[config.mk]
export PLATFORM = sky130hd
export DESIGN_NAME = lpd_instr_decode
export DESIGN_NICKNAME = d
export VERILOG_FILES = /design/src/lpd_pin_sync.v /design/src/lpd_contrast_lut.v /design/src/lpd_instr_decode.v
export VERILOG_INCLUDE_DIRS = /design/src /design/src/src
export SDC_FILE = /design/constraint.sdc
export NUM_CORES = 1
export LEC_CHECK = 0
export BUFFER_PORTS_ARGS = -buffer_cell sky130_fd_sc_hd__clkbuf_2
export CORE_MARGIN = 2
export CORE_UTILIZATION = 45
export CTS_BUF_LIST = sky130_fd_sc_hd__clkbuf_2
export CTS_CLUSTER_DIAMETER = 80
export CTS_CLUSTER_SIZE = 16
export DETAILED_ROUTE_END_ITERATION = 8
export HOLD_SLACK_MARGIN = 0.12
export PLACE_DENSITY = 0.76
export SLEW_MARGIN = 30
export SYNTH_ARGS = -nofsm -noshare
export SYNTH_HDL_FRONTEND = slang
export SYNTH_HIERARCHICAL = 1
export SYNTH_SLANG_ARGS = --single-unit
[constraint.sdc]
create_clock -name core_clk -period 1.7 [get_ports core_clk]
set_input_delay 0.085 -clock core_clk [delete_from_list [all_inputs] [get_ports core_clk]]
set_output_delay 0.085 -clock core_clk [all_outputs]
set_load 0.005 [all_outputs]
[src/lpd_instr_map.vh]
// lpd_instr_map.vh - instruction codes, field positions and reset values
// assumes: included by the instruction decoder
`ifndef LPD_INSTR_MAP_VH
`define LPD_INSTR_MAP_VH

// instruction class bits (highest set bit among db7..db2)
`define LPD_BIT_DRIVER      2
`define LPD_BIT_POWER       3
`define LPD_BIT_CONTRAST    4
`define LPD_BIT_ENTRY       5
// fixed opcodes
`define LPD_OP_START_OSC    8'h03
`define LPD_OP_CLEAR        8'h01
// field positions
`define LPD_POS_SGS         0
`define LPD_POS_CMS         1
`define LPD_POS_STB         0
`define LPD_POS_SLP         1
`define LPD_POS_AMP         2
`define LPD_POS_GR          0
`define LPD_POS_ID          1
`define LPD_POS_ROM         2
`define LPD_POS_SW          2
// reset values
`define LPD_RST_CONTRAST    5'h00
`define LPD_RST_BOOST       2'h0
`define LPD_RST_BIAS        3'h0
`define LPD_RST_ADDR_INC    1'b1
// forbidden codes
`define LPD_BOOST_BAD       2'h3
`define LPD_BIAS_BAD_MIN    3'h6
// oscillator settle wait for the host, in microseconds
`define LPD_OSC_SETTLE_US   10000

`endif

[src/lpd_pin_sync.v]
// lpd_pin_sync.v - three-stage synchroniser for host pins
// assumes: pins are asynchronous to core_clk
`timescale 1ns/1ps

module lpd_pin_sync (
    // clock and reset
    input  wire        core_clk,
    input  wire        reset,
    // pins in, synchronised out
    input  wire [9:0]  pinIn,
    output reg  [9:0]  pinOut
);

    reg [9:0] stage1Ff;
    reg [9:0] stage2Ff;
    reg [9:0] stage3Ff;

    // first stage feeds only the second; accept when stages 2 and 3 agree
    always @(posedge core_clk) begin
        if (reset) begin
            stage1Ff <= 10'h000;
            stage2Ff <= 10'h000;
            stage3Ff <= 10'h000;
            pinOut   <= 10'h000;
        end else begin
            stage1Ff <= pinIn;
            stage2Ff <= stage1Ff;
            stage3Ff <= stage2Ff;
            pinOut   <= (stage2Ff & stage3Ff) | (pinOut & (stage2Ff | stage3Ff));
        end
    end

endmodule // lpd_pin_sync

[src/lpd_contrast_lut.v]
// lpd_contrast_lut.v - contrast, booster and bias code translation
// assumes: codes come from the decoder's held settings
`timescale 1ns/1ps

module lpd_contrast_lut (
    // settings in
    input  wire [4:0]  contrastCode,
    input  wire [1:0]  boosterSelect,
    input  wire [2:0]  biasSelect,
    // translated values
    output reg  [5:0]  resistorTenths,
    output reg  [1:0]  boostFactor,
    output reg  [3:0]  biasHalfDenom,
    output reg         codeInhibited
);

    // resistor in tenths of r: 32 at code 0 down to 1 at code 31
    always @* begin
        resistorTenths = 6'h20 - {1'b0, contrastCode};
        boostFactor    = 2'h1;
        biasHalfDenom  = 4'hd;
        codeInhibited  = 1'b0;
        // booster: 1x, 2x, 3x; 11 forbidden
        case (boosterSelect)
            2'h0:    boostFactor = 2'h1;
            2'h1:    boostFactor = 2'h2;
            2'h2:    boostFactor = 2'h3;
            default: begin
                boostFactor   = 2'h1;
                codeInhibited = 1'b1;
            end
        endcase
        // bias as twice the denominator: 13,12,11,10,9,8
        case (biasSelect)
            3'h0:    biasHalfDenom = 4'hd;
            3'h1:    biasHalfDenom = 4'hc;
            3'h2:    biasHalfDenom = 4'hb;
            3'h3:    biasHalfDenom = 4'ha;
            3'h4:    biasHalfDenom = 4'h9;
            3'h5:    biasHalfDenom = 4'h8;
            default: begin
                biasHalfDenom = 4'hd;
                codeInhibited = 1'b1;
            end
        endcase
    end

endmodule // lpd_contrast_lut

[src/lpd_instr_decode.v]
// lpd_instr_decode.v - power, drive and entry mode instruction decoder
// assumes: host drives register select, read/write, write strobe and db
// pins asynchronously; the oscillator gate is outside this block.
`timescale 1ns/1ps
`include "lpd_instr_map.vh"

module lpd_instr_decode (
    // clock and reset
    input  wire        core_clk,
    input  wire        reset,
    // host pins
    input  wire        register_select,
    input  wire        readNotWrite,
    input  wire        writeStrobe,
    input  wire [7:0]  dataBus,
    // events from neighbouring blocks
    input  wire        keyPressed,
    input  wire        keyscanIrqEnable,
    input  wire        clearBusy,
    // driver shift outputs
    output reg         common_shift_dir,
    output reg         segment_shift_dir,
    // power outputs
    output reg         amplifier_enable,
    output reg         sleep_request,
    output reg         standby_request,
    output reg         oscRun,
    output reg         oscRestartPulse,
    output reg         keyscanRun,
    output reg         displayRun,
    output reg         keyscanIrq,
    // contrast outputs
    output reg  [4:0]  contrast_code,
    output reg  [1:0]  booster_select,
    output reg  [2:0]  bias_select,
    output wire [5:0]  resistorTenths,
    output wire [1:0]  boostFactor,
    output wire [3:0]  biasHalfDenom,
    output wire        codeInhibited,
    // entry mode outputs
    output reg         fontBank,
    output reg         addrIncrement,
    output reg         graphics_mode,
    output reg         cursorMovesRight,
    // status
    output reg         instrAccepted,
    output reg         instrRejected
);

    // ----------------------------------------------------------------
    // instruction classes
    // ----------------------------------------------------------------
    localparam [4:0] CLS_NONE     = 5'h01;
    localparam [4:0] CLS_DRIVER   = 5'h02;
    localparam [4:0] CLS_POWER    = 5'h04;
    localparam [4:0] CLS_CONTRAST = 5'h08;
    localparam [4:0] CLS_ENTRY    = 5'h10;

    // settle time in cycles, for reference by host-side checking
    localparam integer CLK_MHZ        = 200;
    localparam integer OSC_SETTLE_CYC = `LPD_OSC_SETTLE_US * CLK_MHZ;

    // highest set bit among db7..db2 picks the class
    function [4:0] classOf;
        input [7:0] code;
        begin
            if (code[7:6] != 2'h0)
                classOf = CLS_NONE;
            else if (code[`LPD_BIT_ENTRY])
                classOf = CLS_ENTRY;
            else if (code[`LPD_BIT_CONTRAST])
                classOf = CLS_CONTRAST;
            else if (code[`LPD_BIT_POWER])
                classOf = CLS_POWER;
            else if (code[`LPD_BIT_DRIVER])
                classOf = CLS_DRIVER;
            else
                classOf = CLS_NONE;
        end
    endfunction

    // ----------------------------------------------------------------
    // pin synchronisation
    // ----------------------------------------------------------------
    wire [9:0] syncPins;
    reg        strobeDlyFf;
    reg        rwStage1Ff;
    reg        rwStage2Ff;
    reg        rwStage3Ff;
    reg        rwSyncFf;

    lpd_pin_sync u_sync (
        .core_clk (core_clk),
        .reset    (reset),
        .pinIn    ({writeStrobe, register_select, dataBus}),
        .pinOut   (syncPins)
    );

    wire       strobeSync = syncPins[9];
    wire       rsSync     = syncPins[8];
    wire [7:0] dbSync     = syncPins[7:0];

    // rising edge of the filtered write strobe
    always @(posedge core_clk) begin
        if (reset)
            strobeDlyFf <= 1'b0;
        else
            strobeDlyFf <= strobeSync;
    end

    // read/write pin: own three stages, same agreement rule and depth
    // as the shared synchroniser, so it lines up with strobe and data
    always @(posedge core_clk) begin
        if (reset) begin
            rwStage1Ff <= 1'b1;
            rwStage2Ff <= 1'b1;
            rwStage3Ff <= 1'b1;
            rwSyncFf   <= 1'b1;
        end else begin
            rwStage1Ff <= readNotWrite;
            rwStage2Ff <= rwStage1Ff;
            rwStage3Ff <= rwStage2Ff;
            rwSyncFf   <= (rwStage2Ff & rwStage3Ff) | (rwSyncFf & (rwStage2Ff | rwStage3Ff));
        end
    end

    wire instrWrite = strobeSync & ~strobeDlyFf & ~rsSync & ~rwSyncFf;

    // ----------------------------------------------------------------
    // decode and mode gating
    // ----------------------------------------------------------------
    reg  [4:0] cls;
    reg        isStartOsc;
    reg        allowed;
    // layout chosen by the first contrast half; it steers the second half
    reg        layoutSelFf;

    // mode gating per instruction class
    always @* begin
        cls        = classOf(dbSync);
        isStartOsc = (dbSync == `LPD_OP_START_OSC);
        allowed    = 1'b1;
        if (standby_request) begin
            allowed = (cls == CLS_POWER) | isStartOsc;
        end else if (sleep_request) begin
            allowed = (cls == CLS_POWER);
        end
        // clear display owns the register until it finishes
        if (clearBusy)
            allowed = 1'b0;
    end

    wire exec = instrWrite & allowed;

    // ----------------------------------------------------------------
    // held settings
    // ----------------------------------------------------------------
    // all but the power settings frozen in sleep by gating
    always @(posedge core_clk) begin
        if (reset) begin
            common_shift_dir  <= 1'b0;
            segment_shift_dir <= 1'b0;
            amplifier_enable  <= 1'b0;
            sleep_request     <= 1'b0;
            standby_request   <= 1'b0;
            contrast_code     <= `LPD_RST_CONTRAST;
            booster_select    <= `LPD_RST_BOOST;
            bias_select       <= `LPD_RST_BIAS;
            fontBank          <= 1'b0;
            addrIncrement     <= `LPD_RST_ADDR_INC;
            graphics_mode     <= 1'b0;
            layoutSelFf       <= 1'b0;
        end else if (exec) begin
            case (cls)
                CLS_DRIVER: begin
                    common_shift_dir  <= dbSync[`LPD_POS_CMS];
                    segment_shift_dir <= dbSync[`LPD_POS_SGS];
                end
                CLS_POWER: begin
                    if (standby_request) begin
                        // only amp and standby cancel count in standby
                        amplifier_enable <= dbSync[`LPD_POS_AMP];
                        standby_request  <= dbSync[`LPD_POS_STB];
                    end else begin
                        amplifier_enable <= dbSync[`LPD_POS_AMP];
                        sleep_request    <= dbSync[`LPD_POS_SLP];
                        standby_request  <= dbSync[`LPD_POS_STB];
                    end
                end
                CLS_CONTRAST: begin
                    if (dbSync[3] == 1'b0) begin
                        // layout select, held for the second half
                        layoutSelFf <= dbSync[`LPD_POS_SW];
                        if (dbSync[`LPD_POS_SW] == 1'b0) begin
                            contrast_code[4:3] <= dbSync[1:0];
                        end else begin
                            booster_select <= dbSync[1:0];
                        end
                    end else if (layoutSelFf == 1'b0) begin
                        contrast_code[2:0] <= dbSync[2:0];
                    end else begin
                        bias_select <= dbSync[2:0];
                    end
                end
                CLS_ENTRY: begin
                    fontBank      <= dbSync[`LPD_POS_ROM];
                    addrIncrement <= dbSync[`LPD_POS_ID];
                    graphics_mode <= dbSync[`LPD_POS_GR];
                end
                default: begin
                    fontBank <= fontBank;
                end
            endcase
        end
    end

    // ----------------------------------------------------------------
    // second-half contrast fields
    // ----------------------------------------------------------------
    // db3 set inside the contrast class carries the lower half; whether it
    // lands in the contrast code or the bias field depends on the layout
    // bit of the last accepted first half, so a host that skips the first
    // half after reset writes the contrast code, never the bias.
    // both halves are handled in the held settings process above, which
    // keeps a single driver on every setting.

    // ----------------------------------------------------------------
    // power state outputs
    // ----------------------------------------------------------------
    // oscillator runs unless standby halts it; restart on start command
    always @(posedge core_clk) begin
        if (reset) begin
            oscRun          <= 1'b1;
            oscRestartPulse <= 1'b0;
            keyscanRun      <= 1'b1;
            displayRun      <= 1'b1;
        end else begin
            oscRestartPulse <= exec & isStartOsc & standby_request;
            if (exec && isStartOsc)
                oscRun <= 1'b1;
            // standby entry halts oscillator; a restart then holds
            else if (exec && cls == CLS_POWER && dbSync[`LPD_POS_STB] && !standby_request)
                oscRun <= 1'b0;
            else if (!standby_request)
                oscRun <= 1'b1;
            keyscanRun <= ~standby_request;
            displayRun <= ~standby_request & ~sleep_request;
        end
    end

    // wake-up interrupt; set wins, cleared when standby is left
    always @(posedge core_clk) begin
        if (reset)
            keyscanIrq <= 1'b0;
        else if (standby_request && keyscanIrqEnable && keyPressed)
            keyscanIrq <= 1'b1;
        else if (!standby_request)
            keyscanIrq <= 1'b0;
    end

    always @(posedge core_clk) begin
        if (reset)
            cursorMovesRight <= `LPD_RST_ADDR_INC;
        else if (exec && cls == CLS_ENTRY)
            cursorMovesRight <= dbSync[`LPD_POS_ID];
    end

    // status pulses for the host-side observer
    always @(posedge core_clk) begin
        if (reset) begin
            instrAccepted <= 1'b0;
            instrRejected <= 1'b0;
        end else begin
            instrAccepted <= exec;
            instrRejected <= instrWrite & ~allowed;
        end
    end

    // contrast, booster and bias codes are translated for the outputs
    lpd_contrast_lut u_lut (
        .contrastCode   (contrast_code),
        .boosterSelect  (booster_select),
        .biasSelect     (bias_select),
        .resistorTenths (resistorTenths),
        .boostFactor    (boostFactor),
        .biasHalfDenom  (biasHalfDenom),
        .codeInhibited  (codeInhibited)
    );

endmodule // lpd_instr_decode

* After elaboration in Yosys (flattened, before gate mapping)
Cells that the tools add are included.
** Storage, ports and cells
- Input port bits :: 16
- RAM bits :: 0
- Latch bits :: 0
- Memories :: 0
- Flip-flop bits (word level) :: 72
- Output and inout port bits :: 39
- Bits in read-only memories :: 0
- Logic and storage cells :: 110
** Operators by class
- Bitwise gates (word level) :: 26
- $lt $le $gt $ge :: 0
- Multiply operators :: 0
- Eq/ne operators :: 14
- Shift-type cells :: 0
- Divide/modulo/power cells :: 0
- Add/subtract/negate cells :: 1
- Multiplexer cells :: 16
- Reduce and logical (&&, ||, !) cells :: 23
** Operator list (number)
- 10-bit AND :: 2
- 10-bit OR :: 2
- 4-bit AND reduction :: 4
- 3-bit one-hot mux with 5 select lines :: 1
- 1-bit AND :: 10
- 5-bit two-way mux :: 2
- 1-bit two-way mux :: 9
- 1-bit inverter :: 9
- 8-bit by 2-bit equality test with 1-bit output, second input constant :: 1
- 1-bit logical AND :: 7
- 3-bit by 2-bit equality test with 1-bit output, second input constant :: 2
- 3-bit equality test, second input constant :: 2
- 2-bit AND reduction :: 3
- 3-bit AND reduction :: 2
- 6-bit OR reduction :: 1
- 6-bit by 5-bit subtractor with 6-bit output, first input constant :: 1
- 5-bit by 2-bit equality test with 1-bit output, second input constant :: 1
- 5-bit by 3-bit equality test with 1-bit output, second input constant :: 1
- 5-bit by 4-bit equality test with 1-bit output, second input constant :: 1
- 5-bit equality test, second input constant :: 1
- 4-bit two-way mux :: 1
- 2-bit by 1-bit inequality test with 1-bit output, second input constant :: 2
- 2-bit one-hot mux with 2 select lines :: 1
- 3-bit by 1-bit equality test with 1-bit output, second input constant :: 1
- 11 further kinds :: 13

* Logic depth before layout (Yosys ltp)
Gate-level depths: netlist of the first run.
- Depth in word-level cells :: 14
- Mapped depth :: 5
- Depth with buffers taken out :: 4

* Cells and area by module
The synthesis of the first run kept the hierarchy.
** Modules (own cells, without submodules)
- lpd_instr_decode :: instances 1, seq. area each 620.6 um^2, cells each 124, area each 1272.5 um^2
- lpd_pin_sync :: instances 1, seq. area each 800.8 um^2, cells each 104, area each 1146.1 um^2
- lpd_contrast_lut :: instances 1, seq. area each 0.0 um^2, cells each 22, area each 165.2 um^2

* Least setup slack after synthesis of the first run
Ideal clock, no wire load.
- Path kind :: register to register
- Start :: register standby_request
- End :: register fontBank
- Stages on the path, launching flop included :: 6
- Data required time :: 1.573 ns
- Data arrival time :: 1.218 ns
- Period minus slack after synthesis :: 1.345 ns
- Path buffers :: 1
- Setup time :: 0.127 ns
- Slack :: 0.355 ns
- Cell sequence :: dfxtp_1 buf_2 nor3_4 nand4_1 mux2i_1 nor2_1
** Between the ends
- Longest elaborated chain between the ends :: 4
** RTL lines
- from (decl) :: RTL line lpd_instr_decode.v:26 : output reg standby_request,
- from (signal assigned) :: RTL line lpd_instr_decode.v:183 : standby_request <= dbSync[`LPD_POS_STB];
- from (signal assigned) :: RTL line lpd_instr_decode.v:187 : standby_request <= dbSync[`LPD_POS_STB];
- 1-bit two-way mux :: RTL line lpd_instr_decode.v:143 : if (standby_request) begin
- 1-bit two-way mux :: RTL line lpd_instr_decode.v:149 : if (clearBusy)
- 1-bit AND :: RTL line lpd_instr_decode.v:153 : wire exec = instrWrite & allowed;
- 2-bit AND reduction (no source line)
- to (signal assigned) :: RTL line lpd_instr_decode.v:206 : fontBank <= dbSync[`LPD_POS_ROM];
- to (signal assigned) :: RTL line lpd_instr_decode.v:211 : fontBank <= fontBank;
- to (decl) :: RTL line lpd_instr_decode.v:41 : output reg fontBank,
No other way between the ends.
A chain may end at the register's enable or synchronous reset.

* Final worst setup path of the first run
- Start :: register contrast_code[0]
- End :: output resistorTenths[4]
** Between the ends
- Longest elaborated chain between the ends :: 1
** RTL lines
- from (decl) :: RTL line lpd_instr_decode.v:33 : output reg [4:0] contrast_code,
- from (signal assigned) :: RTL line lpd_instr_decode.v:166 : contrast_code <= `LPD_RST_CONTRAST;
- from (signal assigned) :: RTL line lpd_instr_decode.v:200 : contrast_code[2:0] <= dbSync[2:0];
- 6-bit by 5-bit subtractor with 6-bit output :: RTL line lpd_contrast_lut.v:19 : resistorTenths = 6'h20 - {1'b0, contrastCode};
- to (decl) :: RTL line lpd_instr_decode.v:36 : output wire [5:0] resistorTenths,
No other way between the ends.

==> flow_metrics.env, run 1 <==
export IMPL_die_area_um2=6360
export IMPL_skew_ns=0.0210
export IMPL_min_period_ns=1.58
export IMPL_dp_hpwl_um=3160
export IMPL_wl_per_cell_um=11.4
export IMPL_postCtsSetupBuffers=0
export IMPL_die_y_um=79.8
export IMPL_yosysUniqueCellTypes=35
export IMPL_ctsRootBufferMaster="clkbuf_2"
export IMPL_synth_top_flop_cell="dfxtp_1"
export IMPL_ctsHtreeMaxLevel=3
export IMPL_synth_top_family_by_area="simple AND/OR/NAND/NOR gates"
export IMPL_antenna_found_initial=0
export IMPL_dpl_cell_area_um2=2930
export IMPL_fillCellCount=494
export IMPL_pre_cts_slack_ns=0.264
export IMPL_synth_compound_area_share_pct=5.91
export IMPL_rsz0062_at_grt="yes"
export IMPL_r2r_start="u_sync/pinOut[7]"
export IMPL_pwr_share_clk_pct=28.1
export IMPL_final_cell_area_um2=3290
export IMPL_setup_worst_path_start="contrast_code[0]"
export IMPL_cts_made_buffers=9
export IMPL_nets=351
export IMPL_synthSimpleGateAreaFrac_pct=25.3
export IMPL_critPathMaxStageDelay_ns=0.40
export IMPL_syn_inst=250
export IMPL_viasPerCell=4.72
export IMPL_ios=55
export IMPL_p_comb_share_pct=4.9
export IMPL_cap_viol_max_count=0
export IMPL_fmax_mhz=632
export IMPL_status="completed"
export IMPL_cp_end_kind="primary output"
export IMPL_crit_type="flip-flop to primary output"
export IMPL_grt_pass1_vias=1789
export IMPL_slew_viol_final=0
export IMPL_r2r_end="oscRun"
export IMPL_syn_area_per_cell_um2=10.3
export IMPL_start_util_pct=46.6
export IMPL_startpoint_type="flip-flop"
export IMPL_p_int_mw=1.95
export IMPL_ant_nets=0
export IMPL_pwr_share_seq_pct=67.0
export IMPL_critPathMaxFanout=5
export IMPL_cp_arrival_ns=1.50
export IMPL_setup_violations_final=0
export IMPL_die_w_um=79.8
export IMPL_clkSinkCount=71
export IMPL_hold_path_depth=3
export IMPL_finalNonFillerCells=409
export IMPL_core_um2=5540
export IMPL_synth_edff_count=0
export IMPL_slowest_stage="dfxtp_4"
export IMPL_dp_cells=368
export IMPL_critPathCapture="resistorTenths[4]"
export IMPL_async_reset_ff_share_pct=0
export IMPL_synth_adder_area_share_pct=1.45
export IMPL_r2r_worst_path_cells=4
export IMPL_drc_errors=0
export IMPL_p_sw_mw=0.598
export IMPL_port_buffers=53
export IMPL_hold_viol_final=0
export IMPL_layout_drive_gt1_share_pct=27.9
export IMPL_area_delta_synth_final_pct=27.2
export IMPL_synth_net_count=269
export IMPL_wl_um=4670
export IMPL_place_congestion=0.795
export IMPL_path_clk_slew_ns=0.17
export IMPL_critPathRequiredTime_ns=1.62
export IMPL_fin_crit_sh_pct=93.1
export IMPL_ys_seq_area_share_pct=55.0
export IMPL_cts_buffer_depth=2
export IMPL_grt_pass1_wl_um=7940
export IMPL_r2r_slack_ns=0.25
export IMPL_min_path_type="input port to flip-flop"
export IMPL_overflow=0
export IMPL_syn_area_um2=2580
export IMPL_diodes=0
export IMPL_p_leak_nw=1.50
export IMPL_powerDensity_nw_per_um2=776
export IMPL_grt_max_degree=50
export IMPL_worstPathCellList="inv_2 -> ha_4 -> nor3b_4 -> xnor2_1 -> buf_2"
export IMPL_yosysWarnings=6
export IMPL_grtUsageTotal_pct=16.2
export IMPL_tritoncts="yes"
export IMPL_synthMuxAreaShare_pct=6.97
export IMPL_worstSkewPairLatency_ns=0.47
export IMPL_synth_xor_area_share_pct=1.36
export IMPL_drt_pass1_iterations=4
export IMPL_vdd_drop_max_mv=0.505
export IMPL_vias=1931
export IMPL_ys_seq_elements=71
export IMPL_row_count=27
export IMPL_drt_iter0_markers=105
export IMPL_setup_ws_ns=0.118
export IMPL_switching_share_pct=23.4
export IMPL_whs_ns=0.341
-- power by group through the flow --
stage               registers (mW)  clock network [mW]  logic [mW]
finish                        1.71               0.717       0.126
global route                  1.71               0.828       0.140
CTS                           1.71               0.750       0.125
detailed placement            1.75                   0      0.0818
global placement              1.74                   0      0.0800
floorplan                     1.74                   0      0.0535
-- flip-flops by register name, indices dropped and copies added, names as in the netlist, 2 cells and up --
register and cells:
bias_select 3, u_sync/stage3Ff 10, booster_select 2, contrast_code 5, u_sync/stage1Ff 10, u_sync/pinOut 10, u_sync/stage2Ff 10
-- metal layers --
| layer | global-route usage [%] | wire length [um] | vias to the layer above |
|---|---|---|---|
| li1 | - | - | 994 |
| met1 | 19.1 | 2150 | 885 |
| met2 | 26.8 | 2270 | 45 |
| met3 | 5.20 | 210 | 7 |
| met4 | 7.63 | 44 | 0 |
| met5 | 0 | 0 | - |
-- cells in the mapped netlist (3+ instances only) --
cell | instances | area (um^2)
xnor2_1 | 4 | 35.0
o21ai_0 | 12 | 60.1
dfxtp_1 | 71 | 1420
ha_1 | 3 | 37.5
nand2_1 | 13 | 48.8
nor2b_1 | 35 | 219
a21oi_1 | 15 | 75.1
nor3_1 | 3 | 15.0
or2_2 | 3 | 18.8
inv_1 | 7 | 26.3
nand4_1 | 4 | 25.0
buf_2 | 5 | 25.0
clkbuf_1 | 5 | 18.8
buf_4 | 4 | 30.0
mux2i_1 | 18 | 180
nor2_1 | 25 | 93.8
-- cell usage in the layout, fill, tap and decap left out, types with 5 or more instances in the layout --
cell and count:
nor2_1 25, mux2i_1 18, nor2b_1 35, o21ai_0 12, dfxtp_1 68, inv_1 5
dlygate4sd3_1 25, buf_4 6, clkbuf_2 62, nand2_1 13, a21oi_1 15
-- cells by family after synthesis --
group	count (synthesis)
DFF	71
buffers and inverters	21
muxes	18
AOI/OAI and AO/OA	29
xor gates and xnor gates	4
other	1
adders and majority gates	3
and+or+nand+nor	103
-- layout make-up --
cell class	count	area, um^2	area share, %
clock buffer	10	50.0	1.52
clock inverter	6	27.5	0.838
inverter	7	26.3	0.800
multi-input combinational	158	1080	32.9
sequential	71	1430	43.5
tap	72	90.1	2.74
timing repair buffer	85	581	17.7
-- worst max-delay path, delay by kind of cell, from the launching register on --
family	cells	cell delay, ns
buf+inv	2	0.20
simple gates	1	0.18
flops	1	0.40
fa+ha+maj	1	0.14
xor+xnor	1	0.13
-- through the flow --
| stage | util, % | total power, mW | TNS [ns] |
|---|---|---|---|
| final | 59.3 | 2.55 | 0 |
| after global routing | 59.3 | 2.68 | -0.0222 |
| after CTS | 58.9 | 2.58 | 0 |
| after detailed placement | 52.9 | 1.83 | 0 |
| after global placement | 52.9 | 1.82 | 0 |
| after floorplan | - | 1.79 | 0 |
-- worst min path at each step --
stage                  from            end  slack, ns
4_1_cts        readNotWrite     rwStage1Ff       0.29
5_1_grt        readNotWrite     rwStage1Ff       0.31
3_5_place_dp   readNotWrite     rwStage1Ff       0.28
2_1_floorplan     clearBusy  instrAccepted       0.16
6_report       readNotWrite     rwStage1Ff       0.34
3_3_place_gp   readNotWrite     rwStage1Ff       0.27
-- timing repair --
action,in CTS,in global routing
endpoints found under the setup margin,1,1
hold buffers,25,0
endpoints found under the hold margin,67,0
gates resized for setup,3,8
No activity file was read; power rests on OpenSTA's default activity.
==> run 2, diff against run 1 <==
==> constraint.sdc (replaced) <==
create_clock -name core_clk -period 1.9 [get_ports core_clk]
set_input_delay 0.095 -clock core_clk [delete_from_list [all_inputs] [get_ports core_clk]]
set_output_delay 0.095 -clock core_clk [all_outputs]
set_load 0.005 [all_outputs]
==> run 2 against run 1 <==
  * Final cell count fell by 2.7%
  * Total power decreased by 11%
  * Die area did not move
  * Via count shrank 2.6%
  * Sequential share of layout area increased by 1.5 points
  * Hold slack better by 0.0029 ns
  * Final area is 3.9% lower
  * Global-route usage decreased by 1.0 points
  * Critical path type unchanged
==> flow_metrics.env, run 2 (synthesis results as in run 1) <==
export IMPL_powerDensity_nw_per_um2=716
export IMPL_crit_type="flip-flop to primary output"
export IMPL_vdd_drop_max_mv=0.429
export IMPL_fmax_mhz=590
export IMPL_min_from="readNotWrite"
export IMPL_die_area_um2=6360
export IMPL_area_delta_synth_final_pct=22.2
export IMPL_hold_path_end="rwStage1Ff"
export IMPL_worstPathCellList="inv_1 -> ha_1 -> nor3b_2 -> xnor2_1 -> clkbuf_2"
export IMPL_ctsHtreeMaxLevel=3
export IMPL_grt_pass1_wl_um=7470
export IMPL_die_w_um=79.8
export IMPL_grt_max_degree=50
export IMPL_wl_per_cell_um=10.9
export IMPL_critPathMaxFanout=5
export IMPL_path_clk_slew_ns=0.16
export IMPL_cp_end_kind="primary output"
export IMPL_min_path_type="input port to flip-flop"
export IMPL_grtUsageTotal_pct=15.2
export IMPL_critPathMaxStageDelay_ns=0.43
export IMPL_drc_errors=0
export IMPL_startpoint_type="flip-flop"
export IMPL_finalNonFillerCells=398
export IMPL_ctsRootBufferMaster="clkbuf_2"
export IMPL_pwr_share_seq_pct=67.6
export IMPL_ant_nets=0
export IMPL_r2r_worst_path_cells=5
export IMPL_setup_violations_final=0
export IMPL_hold_viol_final=0
export IMPL_cap_viol_max_count=0
export IMPL_dpl_cell_area_um2=2910
export IMPL_dp_cells=365
export IMPL_p_int_mw=1.75
export IMPL_pwr_share_clk_pct=28.1
export IMPL_cp_buffers_inverters=2
export IMPL_postCtsSetupBuffers=0
export IMPL_drt_iter0_markers=62
export IMPL_overflow=0
export IMPL_p_leak_nw=1.43
export IMPL_r2r_slack_ns=0.35
export IMPL_layout_drive_gt1_share_pct=26.1
export IMPL_nets=340
export IMPL_met3_usage_pct=7.24
export IMPL_viasPerCell=4.72
export IMPL_clkSinkCount=71
export IMPL_p_sw_mw=0.516
export IMPL_die_y_um=79.8
export IMPL_antenna_found_initial=0
export IMPL_r2r_end="contrast_code[4]"
export IMPL_r2r_start="rwSyncFf"
export IMPL_place_congestion=0.760
export IMPL_layout_commonest_cell="dfxtp_1"
export IMPL_drt_pass1_iterations=5
export IMPL_slew_viol_final=0
export IMPL_fin_tns_setup_ns=0
export IMPL_core_um2=5540
export IMPL_setup_ws_ns=0.204
export IMPL_port_buffers=53
export IMPL_cp_arrival_ns=1.60
export IMPL_fillCellCount=507
export IMPL_vias=1880
export IMPL_min_period_ns=1.70
export IMPL_cts_made_buffers=9
export IMPL_start_util_pct=46.6
export IMPL_path_delay_family="flip-flops"
export IMPL_rsz0062_at_grt="no"
export IMPL_row_count=27
export IMPL_diodes=0
export IMPL_tritoncts="yes"
export IMPL_grt_pass1_vias=1778
export IMPL_switching_share_pct=22.8
export IMPL_grtUsageMet1_pct=15.8
export IMPL_status="completed"
export IMPL_fin_crit_sh_pct=89.2
export IMPL_pre_cts_slack_ns=0.363
export IMPL_cts_buffer_depth=2
export IMPL_layout_common_cells="dfxtp_1 (71), clkbuf_2 (64), nor2b_1 (35), nor2_1 (25), mux2i_1 (18)"
export IMPL_wl_um=4340
export IMPL_slowest_stage="dfxtp_1"
export IMPL_worstSkewPairLatency_ns=0.47
export IMPL_hold_path_depth=3
export IMPL_p_comb_share_pct=4.3
export IMPL_critPathRequiredTime_ns=1.80
export IMPL_top_usage_layer="met2"
export IMPL_register_area_um2=1420
export IMPL_ios=55
export IMPL_dp_hpwl_um=2970
export IMPL_final_cell_area_um2=3160
export IMPL_skew_ns=0.0159
export IMPL_multi_input_area_um2=1060
export IMPL_global_route_usage_met2_pct=27.1
export IMPL_whs_ns=0.343
run 2: cell types whose count changed in the layout (fill, tap and decap cells not counted), sizes merged:
cell	change
dlygate4sd3	-8
buf	-4
clkbuf	+2
clkinv	-2
clkinvlp	+1
run 2: what timing repair did:
item,4_1_cts,5_1_grt
hold endpoints to repair,26,0
hold buffers,17,0
resized for setup,0,0
run 2: cell type report:
| cell class | count | share of cell area, % |
|---|---|---|
| flip-flops and latches | 71 | 45.0 |
| multi-input cells | 158 | 33.6 |
| repair buffers | 74 | 15.1 |
| well taps | 72 | 2.85 |
| clock buffers | 11 | 1.74 |
| inverters | 7 | 0.832 |
| clock inverters | 5 | 0.792 |
run 2: worst min-delay path, delay by kind of cell:
family                 cells  cell delay, ns
AND/OR/NAND/NOR            1            0.08
buffers and inverters      2            0.61
run 2: power by group through the flow:
stage / Clock (mW) / Sequential, mW / Combinational, mW
2_1_floorplan: 0 / 1.56 / 0.0479
3_3_place_gp: 0 / 1.56 / 0.0703
3_5_place_dp: 0 / 1.56 / 0.0716
4_1_cts: 0.671 / 1.53 / 0.0985
5_1_grt: 0.743 / 1.53 / 0.109
6_report: 0.635 / 1.53 / 0.0983
run 2: routing by layer:
layer | vias to the layer above | part of all wire, %
li1 | 971 | -
met1 | 859 | 43
met2 | 44 | 50
met3 | 6 | 5.8
met4 | 0 | 1.3
met5 | - | 0
run 2: worst max path at each step:
| stage | start | end | slack [ns] | depth (start not counted) |
|---|---|---|---|---|
| after floorplan | standby_request | fontBank | 0.56 | 5 |
| after global placement | standby_request | addrIncrement | 0.40 | 4 |
| after detailed placement | rwSyncFf | addrIncrement | 0.36 | 4 |
| after CTS | contrast_code[0] | resistorTenths[4] | 0.14 | 5 |
| after global routing | contrast_code[0] | resistorTenths[4] | 0.03 | 5 |
| final | contrast_code[0] | resistorTenths[4] | 0.20 | 5 |
run 2: per-stage QoR:
stage               total power [mW]  utilization (%)
detailed placement              1.63             52.5
finish                          2.26             57.0
global placement                1.63             52.5
floorplan                       1.61                -
CTS                             2.30             57.0
global route                    2.39             57.0
==> run 3, diff against run 2 <==
--- a/config.mk
+++ b/config.mk
@@ -7,14 +7,16 @@
 export NUM_CORES = 1
 export LEC_CHECK = 0
 export BUFFER_PORTS_ARGS = -buffer_cell sky130_fd_sc_hd__clkbuf_2
+export CELL_PAD_IN_SITES_DETAIL_PLACEMENT = 1
+export CELL_PAD_IN_SITES_GLOBAL_PLACEMENT = 2
 export CORE_MARGIN = 2
-export CORE_UTILIZATION = 45
+export CORE_UTILIZATION = 37
 export CTS_BUF_LIST = sky130_fd_sc_hd__clkbuf_2
 export CTS_CLUSTER_DIAMETER = 80
 export CTS_CLUSTER_SIZE = 16
 export DETAILED_ROUTE_END_ITERATION = 8
 export HOLD_SLACK_MARGIN = 0.12
-export PLACE_DENSITY = 0.76
+export PLACE_DENSITY = 0.93
 export SLEW_MARGIN = 30
 export SYNTH_ARGS = -nofsm -noshare
 export SYNTH_HDL_FRONTEND = slang
==> run 3 against run 2 <==
  * Final area grew 3.5%
  * Fmax fell by 1.4%
  * Global-route usage down 1.1 points
  * First-iteration DRC count is 27% lower
  * Non-clock buffer count fell by 2
  * Flip-flop and latch count unchanged
  * Utilization decreased by 8.9 points
  * Critical path depth did not move
  * Worst setup slack got worse by 0.024 ns
  * Sequential power hardly changed
  * Highest routed layer unchanged
==> flow_metrics.env, run 3 (synthesis results as in run 1) <==
export IMPL_status="completed"
export IMPL_port_buffers=53
export IMPL_grtUsageMet1_pct=16.2
export IMPL_wl_um=5030
export IMPL_r2r_end="oscRun"
export IMPL_critPathRequiredTime_ns=1.80
export IMPL_antenna_found_initial=0
export IMPL_hold_path_depth=2
export IMPL_hold_viol_final=0
export IMPL_cts_buffer_depth=2
export IMPL_drc_errors=0
export IMPL_met3_usage_pct=5.66
export IMPL_ant_nets=0
export IMPL_fin_tns_setup_ns=0
export IMPL_drt_pass1_iterations=4
export IMPL_powerDensity_nw_per_um2=869
export IMPL_layout_commonest_cell="dfxtp_1"
export IMPL_ios=55
export IMPL_grt_pass1_vias=1859
export IMPL_critPathMaxFanout=5
export IMPL_hold_path_end="amplifier_enable"
export IMPL_min_from="reset"
export IMPL_maxSlewHeadroom_pct=61.0
export IMPL_crit_type="flip-flop to primary output"
export IMPL_path_clk_slew_ns=0.18
export IMPL_min_path_type="input port to flip-flop"
export IMPL_grt_pass1_wl_um=8250
export IMPL_ctsHtreeMaxLevel=3
export IMPL_finalNonFillerCells=420
export IMPL_ctsRootBufferMaster="clkbuf_2"
export IMPL_rsz0062_at_grt="no"
export IMPL_dp_cells=390
export IMPL_skew_ns=0.0116
export IMPL_vias=1921
export IMPL_vdd_drop_max_mv=0.510
export IMPL_pre_cts_slack_ns=0.366
export IMPL_r2r_worst_path_cells=5
export IMPL_dp_hpwl_um=3530
export IMPL_r2r_start="strobeDlyFf"
export IMPL_cts_made_buffers=9
export IMPL_min_period_ns=1.72
export IMPL_slew_viol_final=0
export IMPL_layout_common_cells="dfxtp_1 (71), clkbuf_2 (63), nor2b_1 (35), nor2_1 (25), mux2i_1 (18)"
export IMPL_tritoncts="yes"
export IMPL_worstSkewPairLatency_ns=0.50
export IMPL_clkSinkCount=71
export IMPL_overflow=0
export IMPL_setup_ws_ns=0.181
export IMPL_area_delta_synth_final_pct=26.5
export IMPL_die_y_um=87.6
export IMPL_viasPerCell=4.57
export IMPL_cap_viol_max_count=0
export IMPL_worstMarginPinSlew_ns=0.584
export IMPL_grt_max_degree=42
export IMPL_diodes=0
export IMPL_r2r_slack_ns=0.35
export IMPL_cp_arrival_ns=1.62
export IMPL_place_congestion=0.743
export IMPL_grtUsageTotal_pct=14.1
export IMPL_startpoint_type="flip-flop"
export IMPL_die_w_um=87.6
export IMPL_wl_per_cell_um=12.0
export IMPL_layout_drive_gt1_share_pct=26.9
export IMPL_setup_violations_final=0
export IMPL_cp_end_kind="primary output"
export IMPL_top_usage_layer="met2"
export IMPL_core_um2=6790
export IMPL_fin_crit_sh_pct=90.5
export IMPL_drt_iter0_markers=45
export IMPL_p_leak_nw=1.46
export IMPL_die_area_um2=7670
export IMPL_start_util_pct=38.0
export IMPL_utilization_pct=48.1
export IMPL_nets=338
export IMPL_global_route_usage_met2_pct=24.0
export IMPL_fmax_mhz=582
export IMPL_row_count=30
## run 3: layout make-up
cell class	count	area, um^2
multi-input cells	158	1060
flip-flops and latches	71	1420
well taps	96	120
repair buffers	72	455
clock buffers	10	50.0
fillers	795	3530
inverters	7	26.3
clock inverters	6	133
## run 3: power by group
| part | internal (mW) | switching (mW) | total [mW] |
|---|---|---|---|
| Clock | 0.703 | 0.512 | 1.22 |
| Sequential | 1.52 | 0.0110 | 1.53 |
| Combinational | 0.0528 | 0.0411 | 0.0939 |
## run 3: layer usage
metal	vias up	wire, um
met5	-	0
met4	0	66
met3	10	231
met2	43	2540
met1	900	2200
li1	968	-
## run 3: worst max-delay path by stage
stage                                start                 to  slack [ns]
final                     contrast_code[0]  resistorTenths[4]        0.18
after global routing      contrast_code[0]  resistorTenths[4]        0.03
after CTS                 contrast_code[0]  resistorTenths[4]        0.11
after detailed placement       strobeDlyFf             oscRun        0.37
after global placement         strobeDlyFf             oscRun        0.41
after floorplan            standby_request           fontBank        0.56
## run 3: metrics by stage
stage / instance area, um^2 / power, mW / hold WS, ns
after floorplan: 2580 / 1.61 / 0.172
after global placement: 2950 / 1.63 / 0.283
after detailed placement: 2950 / 1.64 / 0.288
after CTS: 3270 / 2.88 / 0.143
after global routing: 3270 / 2.97 / 0.165
final: 3270 / 2.84 / 0.159
## run 3: timing repair
| item | 4_1_cts | 5_1_grt |
|---|---|---|
| hold buffers | 14 | 0 |
| hold endpoints to repair | 19 | 0 |
| gates resized for setup | 0 | 0 |
| setup buffers | 0 | 0 |
## run 3: worst max-delay path, cell delays in order, from the launching register on
cell	delay, ns
dfxtp_1	0.44
inv_1	0.06
ha_1	0.22
nor3b_2	0.16
xnor2_1	0.13
clkbuf_2	0.13
